<file path="config.mk">
export PLATFORM = sky130hd
export DESIGN_NAME = twbc_ctrl
export DESIGN_NICKNAME = d
export VERILOG_FILES = /design/src/logic/twbc_ctrl.v
export VERILOG_INCLUDE_DIRS = /design/src /design/src/logic
export SDC_FILE = /design/constraint.sdc
export NUM_CORES = 1
export LEC_CHECK = 0
export CORE_MARGIN = 1.5
export CORE_UTILIZATION = 51
export CTS_BUF_LIST = sky130_fd_sc_hd__clkbuf_4 sky130_fd_sc_hd__clkbuf_8 sky130_fd_sc_hd__clkbuf_16
export CTS_CLUSTER_DIAMETER = 200
export CTS_CLUSTER_SIZE = 30
export DETAILED_ROUTE_END_ITERATION = 8
export DONT_BUFFER_PORTS = 1
export PLACE_DENSITY = 0.81
export SETUP_SLACK_MARGIN = 0.5
export SKIP_CTS_REPAIR_TIMING = 1
export SLEW_MARGIN = 20
export SYNTH_ARGS = -nofsm -noshare
export SYNTH_HDL_FRONTEND = slang
export SYNTH_SLANG_ARGS = --single-unit
export TNS_END_PERCENT = 30
</file>
<file path="constraint.sdc">
create_clock -name clk_in -period 3 [get_ports clk_in]
set_input_delay 0 -clock clk_in [delete_from_list [all_inputs] [get_ports clk_in]]
set_output_delay 0 -clock clk_in [all_outputs]
set_load 0.01 [all_outputs]
</file>
<file path="src/logic/twbc_defs.vh">
// constants for the two-wire bus host sequencer
`ifndef TWBC_DEFS_VH
`define TWBC_DEFS_VH
// host-side register offsets
`define TWBC_H_CTRL 8'h00
`define TWBC_H_CFG 8'h04
`define TWBC_H_TGT 8'h08
`define TWBC_H_LEN 8'h0C
`define TWBC_H_TXD 8'h10
`define TWBC_H_RXD 8'h14
`define TWBC_H_STAT 8'h18
// host control fields
`define TWBC_C_START 0
`define TWBC_C_RNW 1
`define TWBC_C_HOLD 2
`define TWBC_C_INIT 3
`define TWBC_C_SLVEN 4
// host status fields
`define TWBC_S_BUSY 0
`define TWBC_S_DONE 1
`define TWBC_S_NACK 2
`define TWBC_S_AL 3
`define TWBC_S_TXF 4
`define TWBC_S_RXF 5
`define TWBC_S_HELD 6
`define TWBC_S_EN 7
// device register offsets
`define TWBC_D_ADR 8'h00
`define TWBC_D_FDR 8'h04
`define TWBC_D_CR 8'h08
`define TWBC_D_SR 8'h0C
`define TWBC_D_DR 8'h10
// device control bits
`define TWBC_CR_EN 7
`define TWBC_CR_IEN 6
`define TWBC_CR_MSEL 5
`define TWBC_CR_DIR 4
`define TWBC_CR_NOACK 3
`define TWBC_CR_RSTART 2
// device status bits
`define TWBC_SR_DONE 7
`define TWBC_SR_AAS 6
`define TWBC_SR_BUSY 5
`define TWBC_SR_AL 4
`define TWBC_SR_SRW 2
`define TWBC_SR_IP 1
`define TWBC_SR_RECEIVED_ACK_FLAG 0
`endif

</file>
<file path="src/logic/twbc_ctrl.v">
// host sequencer driving a two-wire bus controller through its registers
`timescale 1ns/1ps
`default_nettype none
`include "twbc_defs.vh"

module twbc_ctrl (
    input wire clk_in,
    input wire rst_in,
    input wire [7:0] h_addr_in,
    input wire [15:0] h_wdata_in,
    input wire h_wr_in,
    input wire h_rd_in,
    output wire [15:0] h_rdata_out,
    output wire [7:0] dev_addr_out,
    output wire [7:0] dev_wdata_out,
    output wire dev_wr_out,
    output wire dev_rd_out,
    input wire [7:0] dev_rdata_in
);

localparam S_IDLE = 5'd0;
localparam S_INIT2 = 5'd1;
localparam S_CRW = 5'd2;
localparam S_RDW = 5'd3;
localparam S_BBCHK = 5'd4;
localparam S_STA = 5'd5;
localparam S_ADDR = 5'd6;
localparam S_BB2CHK = 5'd7;
localparam S_POLL = 5'd8;
localparam S_PCHK = 5'd9;
localparam S_DISP = 5'd10;
localparam S_TXB = 5'd11;
localparam S_RXRD = 5'd12;
localparam S_RXST = 5'd13;
localparam S_STOP = 5'd14;
localparam S_FIN = 5'd15;
localparam S_DONE = 5'd16;

reg [4:0] state_q;
reg [4:0] ret_q;
reg rdw_q;
reg [7:0] rd_q;
reg [7:0] cr_q;
reg [7:0] dev_addr_q;
reg [7:0] dev_wdata_q;
reg dev_wr_q;
reg dev_rd_q;
reg [15:0] h_rdata_q;
reg [15:0] rmux;
reg rnw_q, hold_q, slv_en_q, en_q;
reg [5:0] div_q;
reg [6:0] own_q;
reg [6:0] tgt_q;
reg [7:0] len_q, cnt_q;
reg [7:0] txd_q, rxd_q;
reg tx_full_q, rx_full_q;
reg done_q, nack_q, al_q;
reg master_q, slave_q, holding_q, addr_ph_q;
reg mrnw_q, mhold_q, dummy_q, last_q;

wire ctrl_wr = h_wr_in && (h_addr_in == `TWBC_H_CTRL);
wire start_w = ctrl_wr && h_wdata_in[`TWBC_C_START];
wire init_w = ctrl_wr && h_wdata_in[`TWBC_C_INIT];

assign dev_addr_out = dev_addr_q;
assign dev_wdata_out = dev_wdata_q;
assign dev_wr_out = dev_wr_q;
assign dev_rd_out = dev_rd_q;
assign h_rdata_out = h_rdata_q;

////////////////////////////////////////////////////////////////////////////////
always @* begin
    rmux = 16'h0000;
    case (h_addr_in)
        `TWBC_H_CTRL: begin
            rmux[`TWBC_C_RNW] = rnw_q;
            rmux[`TWBC_C_HOLD] = hold_q;
            rmux[`TWBC_C_SLVEN] = slv_en_q;
        end
        `TWBC_H_CFG: rmux = {1'b0, own_q, 2'b00, div_q};
        `TWBC_H_TGT: rmux = {9'h000, tgt_q};
        `TWBC_H_LEN: rmux = {8'h00, len_q};
        `TWBC_H_TXD: rmux = {8'h00, txd_q};
        `TWBC_H_RXD: rmux = {8'h00, rxd_q};
        `TWBC_H_STAT: begin
            rmux[`TWBC_S_BUSY] = (state_q != S_IDLE);
            rmux[`TWBC_S_DONE] = done_q;
            rmux[`TWBC_S_NACK] = nack_q;
            rmux[`TWBC_S_AL] = al_q;
            rmux[`TWBC_S_TXF] = tx_full_q;
            rmux[`TWBC_S_RXF] = rx_full_q;
            rmux[`TWBC_S_HELD] = holding_q;
            rmux[`TWBC_S_EN] = en_q;
        end
        default: rmux = 16'h0000;
    endcase
end

////////////////////////////////////////////////////////////////////////////////
always @(posedge clk_in or posedge rst_in) begin
    if (rst_in) begin
        state_q <= S_IDLE;
        ret_q <= S_IDLE;
        rdw_q <= 1'b0;
        rd_q <= 8'h00;
        cr_q <= 8'h00;
        dev_addr_q <= 8'h00;
        dev_wdata_q <= 8'h00;
        dev_wr_q <= 1'b0;
        dev_rd_q <= 1'b0;
        h_rdata_q <= 16'h0000;
        rnw_q <= 1'b0;
        hold_q <= 1'b0;
        slv_en_q <= 1'b0;
        en_q <= 1'b0;
        div_q <= 6'h00;
        own_q <= 7'h00;
        tgt_q <= 7'h00;
        len_q <= 8'h00;
        cnt_q <= 8'h00;
        txd_q <= 8'h00;
        rxd_q <= 8'h00;
        tx_full_q <= 1'b0;
        rx_full_q <= 1'b0;
        done_q <= 1'b0;
        nack_q <= 1'b0;
        al_q <= 1'b0;
        master_q <= 1'b0;
        slave_q <= 1'b0;
        holding_q <= 1'b0;
        addr_ph_q <= 1'b0;
        mrnw_q <= 1'b0;
        mhold_q <= 1'b0;
        dummy_q <= 1'b0;
        last_q <= 1'b0;
    end else begin
        dev_wr_q <= 1'b0;
        dev_rd_q <= 1'b0;
        // host side; status sets further down win over these clears
        if (h_wr_in) begin
            case (h_addr_in)
                `TWBC_H_CTRL: begin
                    rnw_q <= h_wdata_in[`TWBC_C_RNW];
                    hold_q <= h_wdata_in[`TWBC_C_HOLD];
                    slv_en_q <= h_wdata_in[`TWBC_C_SLVEN];
                end
                `TWBC_H_CFG: begin
                    div_q <= h_wdata_in[5:0];
                    own_q <= h_wdata_in[14:8];
                end
                `TWBC_H_TGT: tgt_q <= h_wdata_in[6:0];
                `TWBC_H_LEN: len_q <= h_wdata_in[7:0];
                `TWBC_H_TXD: begin
                    txd_q <= h_wdata_in[7:0];
                    tx_full_q <= 1'b1;
                end
                `TWBC_H_STAT: begin
                    if (h_wdata_in[`TWBC_S_DONE]) done_q <= 1'b0;
                    if (h_wdata_in[`TWBC_S_NACK]) nack_q <= 1'b0;
                    if (h_wdata_in[`TWBC_S_AL]) al_q <= 1'b0;
                end
                default: ;
            endcase
        end
        if (h_rd_in) begin
            h_rdata_q <= rmux;
            if (h_addr_in == `TWBC_H_RXD) rx_full_q <= 1'b0;
        end
        case (state_q)
            S_IDLE: begin
                if (init_w) begin
                    dev_addr_q <= `TWBC_D_FDR;
                    dev_wdata_q <= {2'b00, div_q};
                    dev_wr_q <= 1'b1;
                    state_q <= S_INIT2;
                end else if (start_w && en_q) begin
                    master_q <= 1'b1;
                    slave_q <= 1'b0;
                    addr_ph_q <= 1'b1;
                    last_q <= 1'b0;
                    cnt_q <= len_q;
                    mrnw_q <= h_wdata_in[`TWBC_C_RNW];
                    mhold_q <= h_wdata_in[`TWBC_C_HOLD];
                    if (holding_q) begin
                        // bus still ours: repeated start, no stop first
                        cr_q[`TWBC_CR_DIR] <= 1'b1;
                        cr_q[`TWBC_CR_NOACK] <= 1'b0;
                        dev_addr_q <= `TWBC_D_CR;
                        dev_wdata_q <= {cr_q[7:5], 2'b10, 3'b000} |
                            (8'h01 << `TWBC_CR_RSTART);
                        dev_wr_q <= 1'b1;
                        state_q <= S_ADDR;
                    end else begin
                        dev_addr_q <= `TWBC_D_SR;
                        dev_rd_q <= 1'b1;
                        ret_q <= S_BBCHK;
                        state_q <= S_RDW;
                    end
                end else if (slv_en_q && en_q && !holding_q) begin
                    slave_q <= 1'b1;
                    dev_addr_q <= `TWBC_D_SR;
                    dev_rd_q <= 1'b1;
                    ret_q <= S_PCHK;
                    state_q <= S_RDW;
                end
            end
            S_INIT2: begin
                dev_addr_q <= `TWBC_D_ADR;
                dev_wdata_q <= {own_q, 1'b0};
                dev_wr_q <= 1'b1;
                cr_q <= 8'h01 << `TWBC_CR_EN;
                en_q <= 1'b1;
                ret_q <= S_IDLE;
                state_q <= S_CRW;
            end
            S_CRW: begin
                dev_addr_q <= `TWBC_D_CR;
                dev_wdata_q <= cr_q;
                dev_wr_q <= 1'b1;
                state_q <= ret_q;
            end
            S_RDW: begin
                // data stand one cycle after the strobe cycle
                rdw_q <= ~rdw_q;
                if (rdw_q) begin
                    rd_q <= dev_rdata_in;
                    state_q <= ret_q;
                end
            end
            S_BBCHK: begin
                if (rd_q[`TWBC_SR_BUSY]) begin
                    dev_addr_q <= `TWBC_D_SR;
                    dev_rd_q <= 1'b1;
                    state_q <= S_RDW;
                end else begin
                    cr_q <= (8'h01 << `TWBC_CR_EN) | (8'h01 << `TWBC_CR_DIR);
                    ret_q <= S_STA;
                    state_q <= S_CRW;
                end
            end
            S_STA: begin
                cr_q[`TWBC_CR_MSEL] <= 1'b1;
                ret_q <= S_ADDR;
                state_q <= S_CRW;
            end
            S_ADDR: begin
                dev_addr_q <= `TWBC_D_DR;
                dev_wdata_q <= {tgt_q, mrnw_q};
                dev_wr_q <= 1'b1;
                holding_q <= 1'b0;
                ret_q <= S_BB2CHK;
                state_q <= S_POLL;
            end
            S_BB2CHK: begin
                // slow bus clock: busy may lag the address write
                if (rd_q[`TWBC_SR_BUSY] || rd_q[`TWBC_SR_IP])
                    state_q <= S_PCHK;
                else
                    state_q <= S_POLL;
            end
            S_POLL: begin
                dev_addr_q <= `TWBC_D_SR;
                dev_rd_q <= 1'b1;
                state_q <= S_RDW;
            end
            S_PCHK: begin
                if (rd_q[`TWBC_SR_IP]) begin
                    dev_addr_q <= `TWBC_D_SR;
                    dev_wdata_q <= 8'h00;
                    dev_wr_q <= 1'b1;
                    state_q <= S_DISP;
                end else if (slave_q) begin
                    slave_q <= 1'b0;
                    state_q <= S_IDLE;
                end else begin
                    ret_q <= S_PCHK;
                    state_q <= S_POLL;
                end
            end
            S_DISP: begin
                if (rd_q[`TWBC_SR_AL]) begin
                    // device already dropped master-select; mirror it
                    al_q <= 1'b1;
                    cr_q[`TWBC_CR_MSEL] <= 1'b0;
                    cr_q[`TWBC_CR_DIR] <= 1'b0;
                    if (master_q) done_q <= 1'b1;
                    master_q <= 1'b0;
                    slave_q <= 1'b0;
                    holding_q <= 1'b0;
                    state_q <= S_IDLE;
                end else if (slave_q) begin
                    if (rd_q[`TWBC_SR_AAS]) begin
                        cr_q[`TWBC_CR_DIR] <= rd_q[`TWBC_SR_SRW];
                        cr_q[`TWBC_CR_NOACK] <= 1'b0;
                        dummy_q <= 1'b1;
                        ret_q <= rd_q[`TWBC_SR_SRW] ? S_TXB : S_RXRD;
                        state_q <= S_CRW;
                    end else if (cr_q[`TWBC_CR_DIR]) begin
                        if (rd_q[`TWBC_SR_RECEIVED_ACK_FLAG]) begin
                            cr_q[`TWBC_CR_DIR] <= 1'b0;
                            dummy_q <= 1'b1;
                            ret_q <= S_RXRD;
                            state_q <= S_CRW;
                        end else begin
                            state_q <= S_TXB;
                        end
                    end else begin
                        dummy_q <= 1'b0;
                        state_q <= S_RXRD;
                    end
                end else if (addr_ph_q) begin
                    addr_ph_q <= 1'b0;
                    if (rd_q[`TWBC_SR_RECEIVED_ACK_FLAG]) begin
                        nack_q <= 1'b1;
                        state_q <= S_STOP;
                    end else if (cnt_q == 8'h00) begin
                        state_q <= S_FIN;
                    end else if (mrnw_q) begin
                        cr_q[`TWBC_CR_DIR] <= 1'b0;
                        cr_q[`TWBC_CR_NOACK] <= (cnt_q == 8'h01);
                        dummy_q <= 1'b1;
                        ret_q <= S_RXRD;
                        state_q <= S_CRW;
                    end else begin
                        state_q <= S_TXB;
                    end
                end else if (cr_q[`TWBC_CR_DIR]) begin
                    if (rd_q[`TWBC_SR_RECEIVED_ACK_FLAG]) begin
                        nack_q <= 1'b1;
                        state_q <= S_STOP;
                    end else if (cnt_q == 8'h00) begin
                        state_q <= S_FIN;
                    end else begin
                        state_q <= S_TXB;
                    end
                end else begin
                    cnt_q <= cnt_q - 8'h01;
                    dummy_q <= 1'b0;
                    if (cnt_q == 8'h01) begin
                        last_q <= 1'b1;
                        state_q <= S_STOP;
                    end else if (cnt_q == 8'h02) begin
                        cr_q[`TWBC_CR_NOACK] <= 1'b1;
                        ret_q <= S_RXRD;
                        state_q <= S_CRW;
                    end else begin
                        state_q <= S_RXRD;
                    end
                end
            end
            S_TXB: begin
                // stalls until software supplies the byte
                if (tx_full_q) begin
                    dev_addr_q <= `TWBC_D_DR;
                    dev_wdata_q <= txd_q;
                    dev_wr_q <= 1'b1;
                    tx_full_q <= 1'b0;
                    if (master_q) cnt_q <= cnt_q - 8'h01;
                    if (slave_q) begin
                        slave_q <= 1'b0;
                        state_q <= S_IDLE;
                    end else begin
                        ret_q <= S_PCHK;
                        state_q <= S_POLL;
                    end
                end
            end
            S_RXRD: begin
                dev_addr_q <= `TWBC_D_DR;
                dev_rd_q <= 1'b1;
                ret_q <= S_RXST;
                state_q <= S_RDW;
            end
            S_RXST: begin
                // byte kept in rd_q until software empties the receive slot
                if (dummy_q || !rx_full_q) begin
                    if (!dummy_q) begin
                        rxd_q <= rd_q;
                        rx_full_q <= 1'b1;
                    end
                    if (last_q) begin
                        last_q <= 1'b0;
                        state_q <= S_DONE;
                    end else if (slave_q) begin
                        slave_q <= 1'b0;
                        state_q <= S_IDLE;
                    end else begin
                        ret_q <= S_PCHK;
                        state_q <= S_POLL;
                    end
                end
            end
            S_STOP: begin
                cr_q[`TWBC_CR_MSEL] <= 1'b0;
                cr_q[`TWBC_CR_DIR] <= 1'b0;
                cr_q[`TWBC_CR_NOACK] <= 1'b0;
                master_q <= 1'b0;
                holding_q <= 1'b0;
                dummy_q <= 1'b0;
                ret_q <= last_q ? S_RXRD : S_DONE;
                state_q <= S_CRW;
            end
            S_FIN: begin
                if (mhold_q) begin
                    holding_q <= 1'b1;
                    state_q <= S_DONE;
                end else begin
                    state_q <= S_STOP;
                end
            end
            S_DONE: begin
                done_q <= 1'b1;
                state_q <= S_IDLE;
            end
            default: state_q <= S_IDLE;
        endcase
    end
end

endmodule // twbc_ctrl
`default_nettype wire

</file>
* After elaboration in Yosys (flattened, before gate mapping) *
Cells that the tools add are included.

operators by class
  add/sub/neg operators = 1
  eq/ne operators = 62
  mux-type cells = 183
  bitwise logic cells = 3
  reduce and logical (&&, ||, !) cells = 56

operator list
  cell                                                             count
  5-bit two-way mux                                                38
  8-bit two-way mux                                                20
  1-bit two-way mux                                                82
  5-bit one-hot mux with 13 select lines                           1
  8-bit one-hot mux with 8 select lines                            1
  5-bit one-hot mux with 11 select lines                           1
  4-bit inequality test, second input constant                     13
  8-bit one-hot mux with 6 select lines                            1
  5-bit by 4-bit == test with 1-bit output, second input constant  8
  2-bit inequality test, second input constant                     19
  4-bit two-way mux                                                7
  9-bit AND reduction                                              3
  8-bit by 5-bit == test with 1-bit output, second input constant  3
  8-bit one-hot mux with 3 select lines                            1
  5-bit by 3-bit == test with 1-bit output, second input constant  4
  3-bit one-hot mux with 6 select lines                            1
  18-bit AND reduction                                             1
  8-bit by 4-bit == test with 1-bit output, second input constant  2
  8-bit zero test                                                  2
  3-bit two-way mux                                                5
  3-bit inequality test, second input constant                     5
  5-bit AND reduction                                              3
  2-bit two-way mux                                                7
  2-bit one-hot mux with 7 select lines                            1
  38 further kinds                                                 76

word-level totals
  register bits after elaboration = 130
  output and inout bits = 34

* Depth between registers and ports, before layout *
Gate-level depths: netlist of the first run.

  depth after elaboration = 9
  gate-level depth with buffers = 9

* Least setup slack after synthesis of the first run *
No wires, ideal clock.

  kind = register to register
  from = register state_q[3]
  to = register cnt_q[2]
  setup time = 125 ps
  arrival time = 1893 ps
  required time = 2875 ps
  slack = 982 ps
  stages on the path, launching flop included = 10
  period minus slack after synthesis = 2018 ps
  path through = dfrtp_1 buf_2 or3_1 buf_2 nor3_4 and3_2 o21ai_2 buf_2 o21ai_0 o21ai_1

between the ends
  cells in the longest elaborated chain, start to end = 3

ends and longest elaborated chain
  item                                                                         line             RTL
  from (decl)                                                                  twbc_ctrl.v:39   reg [4:0] state_q;
  from (signal assigned)                                                       twbc_ctrl.v:220  state_q <= ret_q;
  from (signal assigned)                                                       twbc_ctrl.v:227  state_q <= ret_q;
  5-bit by 4-bit == test with 1-bit output or 5-bit zero test (tied branches)  twbc_ctrl.v:169  case (state_q)
  2-bit inequality test (no line) or 3-bit nonzero test (tied branches)        --
  9-bit AND reduction (no line)                                                --
  to (signal assigned)                                                         twbc_ctrl.v:181  cnt_q <= len_q;
  to (signal assigned)                                                         twbc_ctrl.v:337  cnt_q <= cnt_q - 8'h01;
  to (signal assigned)                                                         twbc_ctrl.v:358  if (master_q) cnt_q <= cnt_q - 8'h01;
  to (decl)                                                                    twbc_ctrl.v:54   reg [7:0] len_q, cnt_q;

Several ways; a longest one is shown, not always the timed one.
A chain may end at the register's enable or synchronous reset.

* Worst setup path in the final report of the first run *
  from = register state_q[0]
  to = register dev_addr_q[2] (netlist: dev_addr_out[2])

between the ends
  cells in the longest elaborated chain, start to end = 4

ends and longest elaborated chain
  item                                                                                                  line             RTL
  5-bit by 3-bit == test with 1-bit output or 5-bit by 4-bit == test with 1-bit output (tied branches)  twbc_ctrl.v:169
  2-bit OR reduction (no line)                                                                          --
  8-bit nonzero test (no line)                                                                          --
  5-bit AND reduction (no line)                                                                         --
  to (signal assigned)                                                                                  twbc_ctrl.v:172  dev_addr_q <= `TWBC_D_FDR;
  to (signal assigned)                                                                                  twbc_ctrl.v:188  dev_addr_q <= `TWBC_D_CR;
  to (signal assigned)                                                                                  twbc_ctrl.v:194  dev_addr_q <= `TWBC_D_SR;
  to (decl)                                                                                             twbc_ctrl.v:44   reg [7:0] dev_addr_q;

Several ways; a longest one is shown, not always the timed one.

==> results by group, run 1 <==
Run status
  • Outcome: finished with violations
  • Violated checks: hold timing

Logic synthesis
  • YS warnings: 0
  • Fraction of the yosys area taken by sequential cells: 45.1%
  • Syn Area/Cell: between 9 and 10 µm²
  • Post-Syn Area: between 0.006 and 0.007 mm²
  • EDFF count, synth: 0
  • Synth Flop Type: dfrtp_1
  • Syn Inst Count: 690
  • FFs w/ async S/R, synth: 100%
  • Synth Register Bits: 120
  • Distinct cells, synth: 71

Power
  • VDD IR max: roughly 0.00045 V
  • Pwr per Cell Area: between 800 and 900 mW/mm²
  • Tot Pwr: between 6000 and 7000 µW
  • Leak: between 0.003 and 0.004 µW

Place
  • Gp weighted congestion: between 0.9 and 1
  • Final HPWL DP: around 15 mm
  • PortBufs: 0
  • Placed Area: 0.00688 mm²
  • Inst Count DP: approximately 850

Timing
  • Unrepaired setup endpoints after global routing: yes
  • Pins Over Slew Limit: 0
  • Final period util: 85.6%
  • Fin crit period: 2570 ps
  • Setup-failing EPs final: 0
  • Worst rel slew slack: 35.0%
  • Worst Tran Pin Value: approximately 1000 ps
  • Setup_tns: 0 ps
  • Clock skew: about 11 ps
  • Final hold slack: -30.9 ps
  • Max Freq: between 300 and 400 MHz
  • Fin. Hold Viols: 2

Routing
  • Final WL: 21.6 mm
  • 1st-iter DRT viols: just over 800
  • Routed len/inst: ~24 µm
  • Routed Antenna Nets: 0
  • Initial DRT Pass Iterations: 7
  • Drc violations: 0
  • Vias per cell: roughly 6.7
  • Via count: ~6100

Cells and area
  • Final nets: between 700 and 800
  • P&R area growth vs syn: 16.6%
  • Number of diodes: 0
  • Finished Cell Area: about 0.0078 mm²
  • Layout cell share with drive strength beyond 1: between 10% and 20%
  • Non-filler cells, final: 907

Floorplanning
  • DIE AREA: about 0.014 mm²
  • Initial Utilization: 52.5%
  • Die Width: 117 µm
  • # rows: 41
  • Core ar.: approximately 0.013 mm²
  • IO Count: 70
  • Die height: roughly 120 µm

Global route
  • Vias in the first global route: 5848
  • Aggregate global-route resource usage: a little under a third
  • First-pass GRT wire length: ~32 mm
  • Largest net degree at the start of global routing: 65
  • Initial antenna violation count: 1
  • Grt total ovfl: 0

CTS
  • CTS clk-pin slew, worst paths: 50 ps
  • H-tree levels: 4
  • Clk_lat worst skew: about 420 ps
  • CTS max path bufs: 2
  • Root Buffer: clkbuf_16
  • TritonCTS clock tree: done
  • Number of CTS-inserted buffers: 17
  • Clock sink count: 120

Min path
  • Hold Path Class: primary input to register

Critical path
  • Top fanout value on the critical path: 17
  • Setup crit end kind: register
  • Critical Path Start Type: register
  • Critical Path AT: approximately 2900 ps
  • WS Path Type: register to register
  • WP data required: between 3000 and 4000 ps

Job
  • Max-Cap Viols: 0
==> flip-flops by register name, indices dropped and copies added, names as in the netlist, 3 cells and up <==
name / cells
len_q: 8
cr_q: 4
rxd_q: 8
txd_q: 8
dev_addr_out: 3
rd_q: 8
tgt_q: 7
h_rdata_out: 15
dev_wdata_out: 8
state_q: 5
own_q: 7
cnt_q: 8
ret_q: 5
div_q: 6
==> report_power, final <==
| part | switching, µW | internal (µW) |
|---|---|---|
| registers | 483 | 1910 |
| clock network | 728 | 1220 |
| logic | 1430 | 1030 |
==> stage by stage <==
step	setup WS, ps	hold slack (ps)	util [%]
global route	396	1.44	61.3
global placement	549	-13.1	54.3
floorplan	982	105	-
detailed placement	471	-0.827	54.3
finish	431	-30.9	61.3
CTS	446	-446	58.7
==> cells in the mapped netlist, types with 5 or more instances <==
master,number,area share [%]
dfrtp_1,120,45
mux2_2,61,10
nand2_1,60,3.4
nor2_1,53,3.0
o21ai_0,46,3.5
a21oi_1,32,2.4
nand3_1,25,1.9
inv_1,24,1.4
clkbuf_1,21,1.2
nor3_1,17,1.3
a22oi_1,16,1.8
a31oi_1,13,1.2
o22ai_1,12,1.1
buf_2,11,0.83
nand2b_1,11,1.0
nand4_1,10,0.94
nor2b_1,9,0.85
mux2i_1,8,1.2
a221oi_1,7,0.92
a22o_1,7,0.92
buf_1,7,0.39
nor4_1,7,0.66
a21o_1,6,0.68
buf_4,6,0.68
o211ai_1,6,0.68
or3_1,6,0.56
and3_1,5,0.47
mux2_1,5,0.85
==> per-layer routing <==
metal | wire length [µm] | share of wire, % | up-vias | global-route usage [%]
li1 | - | - | 2603 | -
met1 | 8090 | 37 | 2948 | 39.5
met2 | 9890 | 46 | 437 | 49.0
met3 | 2330 | 11 | 94 | 8.44
met4 | 1330 | 6.1 | 0 | 21.7
met5 | 0 | 0 | - | 0
==> layout make-up <==
type | instances | area (µm²)
fill | 993 | 4910
multi-input combinational | 504 | 3360
sequential | 120 | 3000
timing repair buffer | 56 | 523
clock buffer | 23 | 489
tap | 172 | 215
inverter | 24 | 93.8
clock inverter | 8 | 72.6
==> cell families (layout without fill, tap and decap cells) <==
| family | count (synthesis) | after routing | share of synthesized area [%] |
|---|---|---|---|
| flops | 120 | 120 | 45.1 |
| fa+ha+maj | 4 | 4 | 0.752 |
| simple gates | 230 | 230 | 17.9 |
| compound gates | 188 | 188 | 18.7 |
| other cells | 1 | 6 | 0.0564 |
| buf+inv | 71 | 111 | 4.78 |
| mux | 74 | 74 | 12.4 |
| xor+xnor | 2 | 2 | 0.263 |
==> final timing paths <==
kind / start / endpoint / slack, ps / depth (start not counted)
setup / recovery: state_q[0] / dev_addr_out[2] / 430 / 5
hold / removal: h_addr_in[4] / h_rdata_out[7] / -30 / 4
setup reg to reg: state_q[0] / dev_addr_out[2] / 430 / 5
hold reg to reg: nack_q / nack_q / 480 / 2
max in group asynchronous: rst_in / addr_ph_q / 2010 / 3
min in group asynchronous: rst_in / len_q[4] / 170 / 2
==> layout by cell type (no fill, tap or decap), types with 8 or more instances in the layout <==
| cell | n |
|---|---|
| dfrtp_1 | 119 |
| mux2_2 | 61 |
| a21oi_1 | 32 |
| dlygate4sd3_1 | 31 |
| nand2b_1 | 11 |
| o22ai_1 | 12 |
| nand3_1 | 25 |
| nor2b_1 | 9 |
| inv_1 | 23 |
| nand4_1 | 10 |
| nand2_1 | 60 |
| nor2_1 | 53 |
| buf_4 | 23 |
| a22oi_1 | 16 |
| o21ai_0 | 46 |
| a31oi_1 | 12 |
| mux2i_1 | 8 |
| clkbuf_16 | 17 |
| nor3_1 | 17 |
==> worst max-delay path: stages, from the launching register on <==
cell and delay (ps):
dfrtp_1 790, buf_12 230, xor2_1 80, a2111oi_0 800
o32ai_1 210, mux2_1 330
Power figures use the tool's default switching activity.
==> run 2: changes to the inputs <==
Settings changed: ABC_AREA from default to 1.
==> run 2 against run 1 <==
  * Via count rose by 7.2%
  * Critical endpoint is now ret_q[2]
  * Clock-buffer cell count decreased by 6
  * Highest routed layer unchanged
  * Largest power group unchanged
  * Setup slack better by 370 ps
  * The flow now finishes without violations
  * Critical path depth increased by 6
  * Sequential share of layout area up 0.18 points
  * Synthesized cell count grew 35%
  * Synthesized area is 1.1% higher
  * Global-route usage fell by 2.5 points
  * Sequential cell count unchanged
==> results by group, run 2 <==
Run status
  • Outcome: complete, no violations

Logic synthesis
  • Syn Inst Count: 932 (+35%)
  • Syn Area/Cell: 7.21 µm² (-25%)
  • YS warnings: 0 (unchanged)
  • Most common cell in the netlist: nand2_1
  • Area leader, netlist: dfrtp_1
  • Share of Yosys cell area claimed by the top area cell type: 44.7% (-0.47 points)
  • Fraction of the yosys area taken by sequential cells: 44.7% (-0.47 points)
  • Distinct cells, synth: 42 (-41%)
  • Post-Syn Area: 0.00672 mm² (+1.1%)
  • Synth Flop Type: dfrtp_1
  • EDFF count, synth: 0 (unchanged)
  • Synth Register Bits: 120 (unchanged)
  • FFs w/ async S/R, synth: 100% (unchanged)
  • Synth cell count leaders: 262 x nand2_1, 120 x dfrtp_1, 111 x inv_1, 99 x nor2_1, 91 x o21ai_0
  • Synth top area cells: dfrtp_1 45%, nand2_1 15%, o21ai_0 6.8%, inv_1 6.2%, nor2_1 5.5%

CTS
  • Clk_lat worst skew: 430 ps (about the same)
  • Root Buffer: clkbuf_16
  • H-tree levels: 4 (unchanged)
  • TritonCTS clock tree: done
  • CTS clk-pin slew, worst paths: 60 ps (about the same)
  • Number of CTS-inserted buffers: 17 (unchanged)
  • Clock sink count: 120 (unchanged)
  • CTS max path bufs: 2 (unchanged)

Routing
  • Routed len/inst: 17.7 µm (-26%)
  • 1st-iter DRT viols: 687 (-16%)
  • Routed Antenna Nets: 0 (unchanged)
  • Vias per cell: 5.70 (-15%)
  • Via count: 6521 (+7.2%)
  • Initial DRT Pass Iterations: 5 (-2)
  • Drc violations: 0 (unchanged)
  • Final WL: 20.3 mm (-6.2%)

Timing
  • Clock skew: 7.68 ps (-3.17 ps)
  • Setup_tns: 0 ps (unchanged)
  • Unrepaired setup endpoints after global routing: no
  • Worst rel slew slack: 43.0% (+8.0 points)
  • Fin. Hold Viols: 0 (-2)
  • Max Freq: 455 MHz (+17%)
  • Setup-failing EPs final: 0 (unchanged)
  • Final hold slack: 6.40 ps (+37.3 ps)
  • Worst Tran Pin Value: 852 ps (-120 ps)
  • Final period util: 73.2% (-12 points)
  • Fin crit period: 2200 ps (-372 ps)
  • Pins Over Slew Limit: 0 (unchanged)

Critical path
  • WP data required: 3320 ps (+20 ps)
  • WS Path Type: register to register
  • Most frequent CP cell: nand2_1
  • Critical Path AT: 2510 ps (-360 ps)
  • Critical Path Start Type: register
  • Top fanout value on the critical path: 14 (-3)
  • Largest stage delay on the critical path: 460 ps (-340 ps)
  • Setup crit end kind: register
  • CP Cell Sequence: inv_2 > nand2_2 > inv_2 > nand2_2 > nand3_1 > nand2_1 > nand3_1 > nor2_1 > nand3_2 > nand2_1 > nand2_1
  • Slowest cell on crit path: dfrtp_1

Global route
  • First-pass GRT wire length: 31.6 mm (-2.1%)
  • Aggregate global-route resource usage: 29.5% (-2.5 points)
  • Grt total ovfl: 0 (unchanged)
  • Largest net degree at the start of global routing: 60 (-7.7%)
  • Vias in the first global route: 6039 (+3.3%)
  • Initial antenna violation count: 0 (-1)

Cells and area
  • Commonest non-fill, non-tap cells in the layout: 262 x nand2_1, 120 x dfrtp_1, 110 x inv_1
  • Filler cells: 1177 (+19%)
  • Layout cell share with drive strength beyond 1: 7.50% (-12 points)
  • Commonest non-fill, non-tap cell in the layout: nand2_1
  • Number of diodes: 0 (unchanged)
  • Final core utilization: 60.7% (-0.55 points)
  • P&R area growth vs syn: 14.8%
  • Final nets: 1000 (+31%)
  • Non-filler cells, final: 1145 (+26%)
  • Max reg flops: 15 (unchanged)

Power
  • Pwr per Cell Area: 853 mW/mm² (-2.6%)
  • Leak: 0.00389 µW (+16%)
  • VDD IR max: 0.000421 V (-6.7%)
  • Tot Pwr: 6590 µW (-3.1%)

Place
  • PortBufs: 0 (unchanged)
  • Final HPWL DP: 14.7 mm (-1.2%)
  • Inst Count DP: 1086 (+29%)
  • Gp weighted congestion: 0.975 (-1.4%)

Job
  • Max-Cap Viols: 0 (unchanged)

Floorplanning
  • DIE AREA: 0.0139 mm² (+1.0%)
  • # rows: 41 (unchanged)
  • Core ar.: 0.0127 mm² (+0.40%)
  • Die height: 118 µm (+0.51%)
  • Initial Utilization: 52.9% (+0.34 points)
  • Die Width: 118 µm (+0.51%)
  • IO Count: 70 (unchanged)

Min path
  • Hold Path Class: primary input to register
## run 2: cell types whose count changed in the layout (fill, tap and decap cells not counted), moves of 11 or more
cell	delta
nand2_1	+202
nand2b_1	-11
nand3_1	+38
buf_4	-19
inv_1	+87
o21ai_0	+45
nor2_1	+46
a22oi_1	-15
mux2_2	-61
## run 2: final timing paths
check | start | to | slack [ps] | cells after the start
max in group asynchronous | rst_in | slave_q | 2000 | 3
hold reg to reg | cr_q[7] | cr_q[7] | 470 | 1
hold / removal | h_addr_in[3] | h_rdata_out[3] | 6 | 4
setup / recovery | state_q[2] | ret_q[2] | 800 | 11
min in group asynchronous | rst_in | own_q[3] | 190 | 2
setup reg to reg | state_q[2] | ret_q[2] | 800 | 11
## run 2: final cells by class
type	instances	area [µm²]	area share, %
clock buffer	17	425	5.51
clock inverter	15	164	2.12
inverter	121	460	5.96
multi-input combinational	668	3130	40.6
sequential	120	3000	38.9
tap	172	215	2.79
timing repair buffer	32	320	4.15
## run 2: cells by family (layout without fill, tap and decap cells)
| family | Yosys count | after routing | share of synthesized area, % |
|---|---|---|---|
| buf+inv | 149 | 185 | 9.10 |
| simple gates | 482 | 482 | 30.9 |
| fa+ha+maj | 4 | 4 | 0.744 |
| xor+xnor | 1 | 1 | 0.130 |
| compound gates | 175 | 175 | 14.4 |
| other cells | 1 | 6 | 0.0558 |
| flops | 120 | 120 | 44.7 |
## run 2: metrics by stage
stage,setup WS [ps],cell area (µm²)
6_report,804,7720
5_1_grt,577,7720
4_1_cts,732,7450
3_5_place_dp,743,6860
3_3_place_gp,801,6860
2_1_floorplan,1280,6750
## run 2: routing by layer
layer | track usage [%] | share of wire [%]
met1 | 40.8 | 42
met2 | 44.8 | 45
met3 | 6.49 | 9.5
met4 | 12.6 | 3.6
met5 | 0 | 0
## run 2: critical path: cells and delay by family, from the launching register on
kind	cells	cell delay [ps]
and+or+nand+nor	9	1420
DFF	1	460
buffers and inverters	2	190
## run 2: report_power, final
part | switching, µW | internal, µW
Sequential | 308 | 1920
Combinational | 1580 | 709
Clock | 828 | 1240
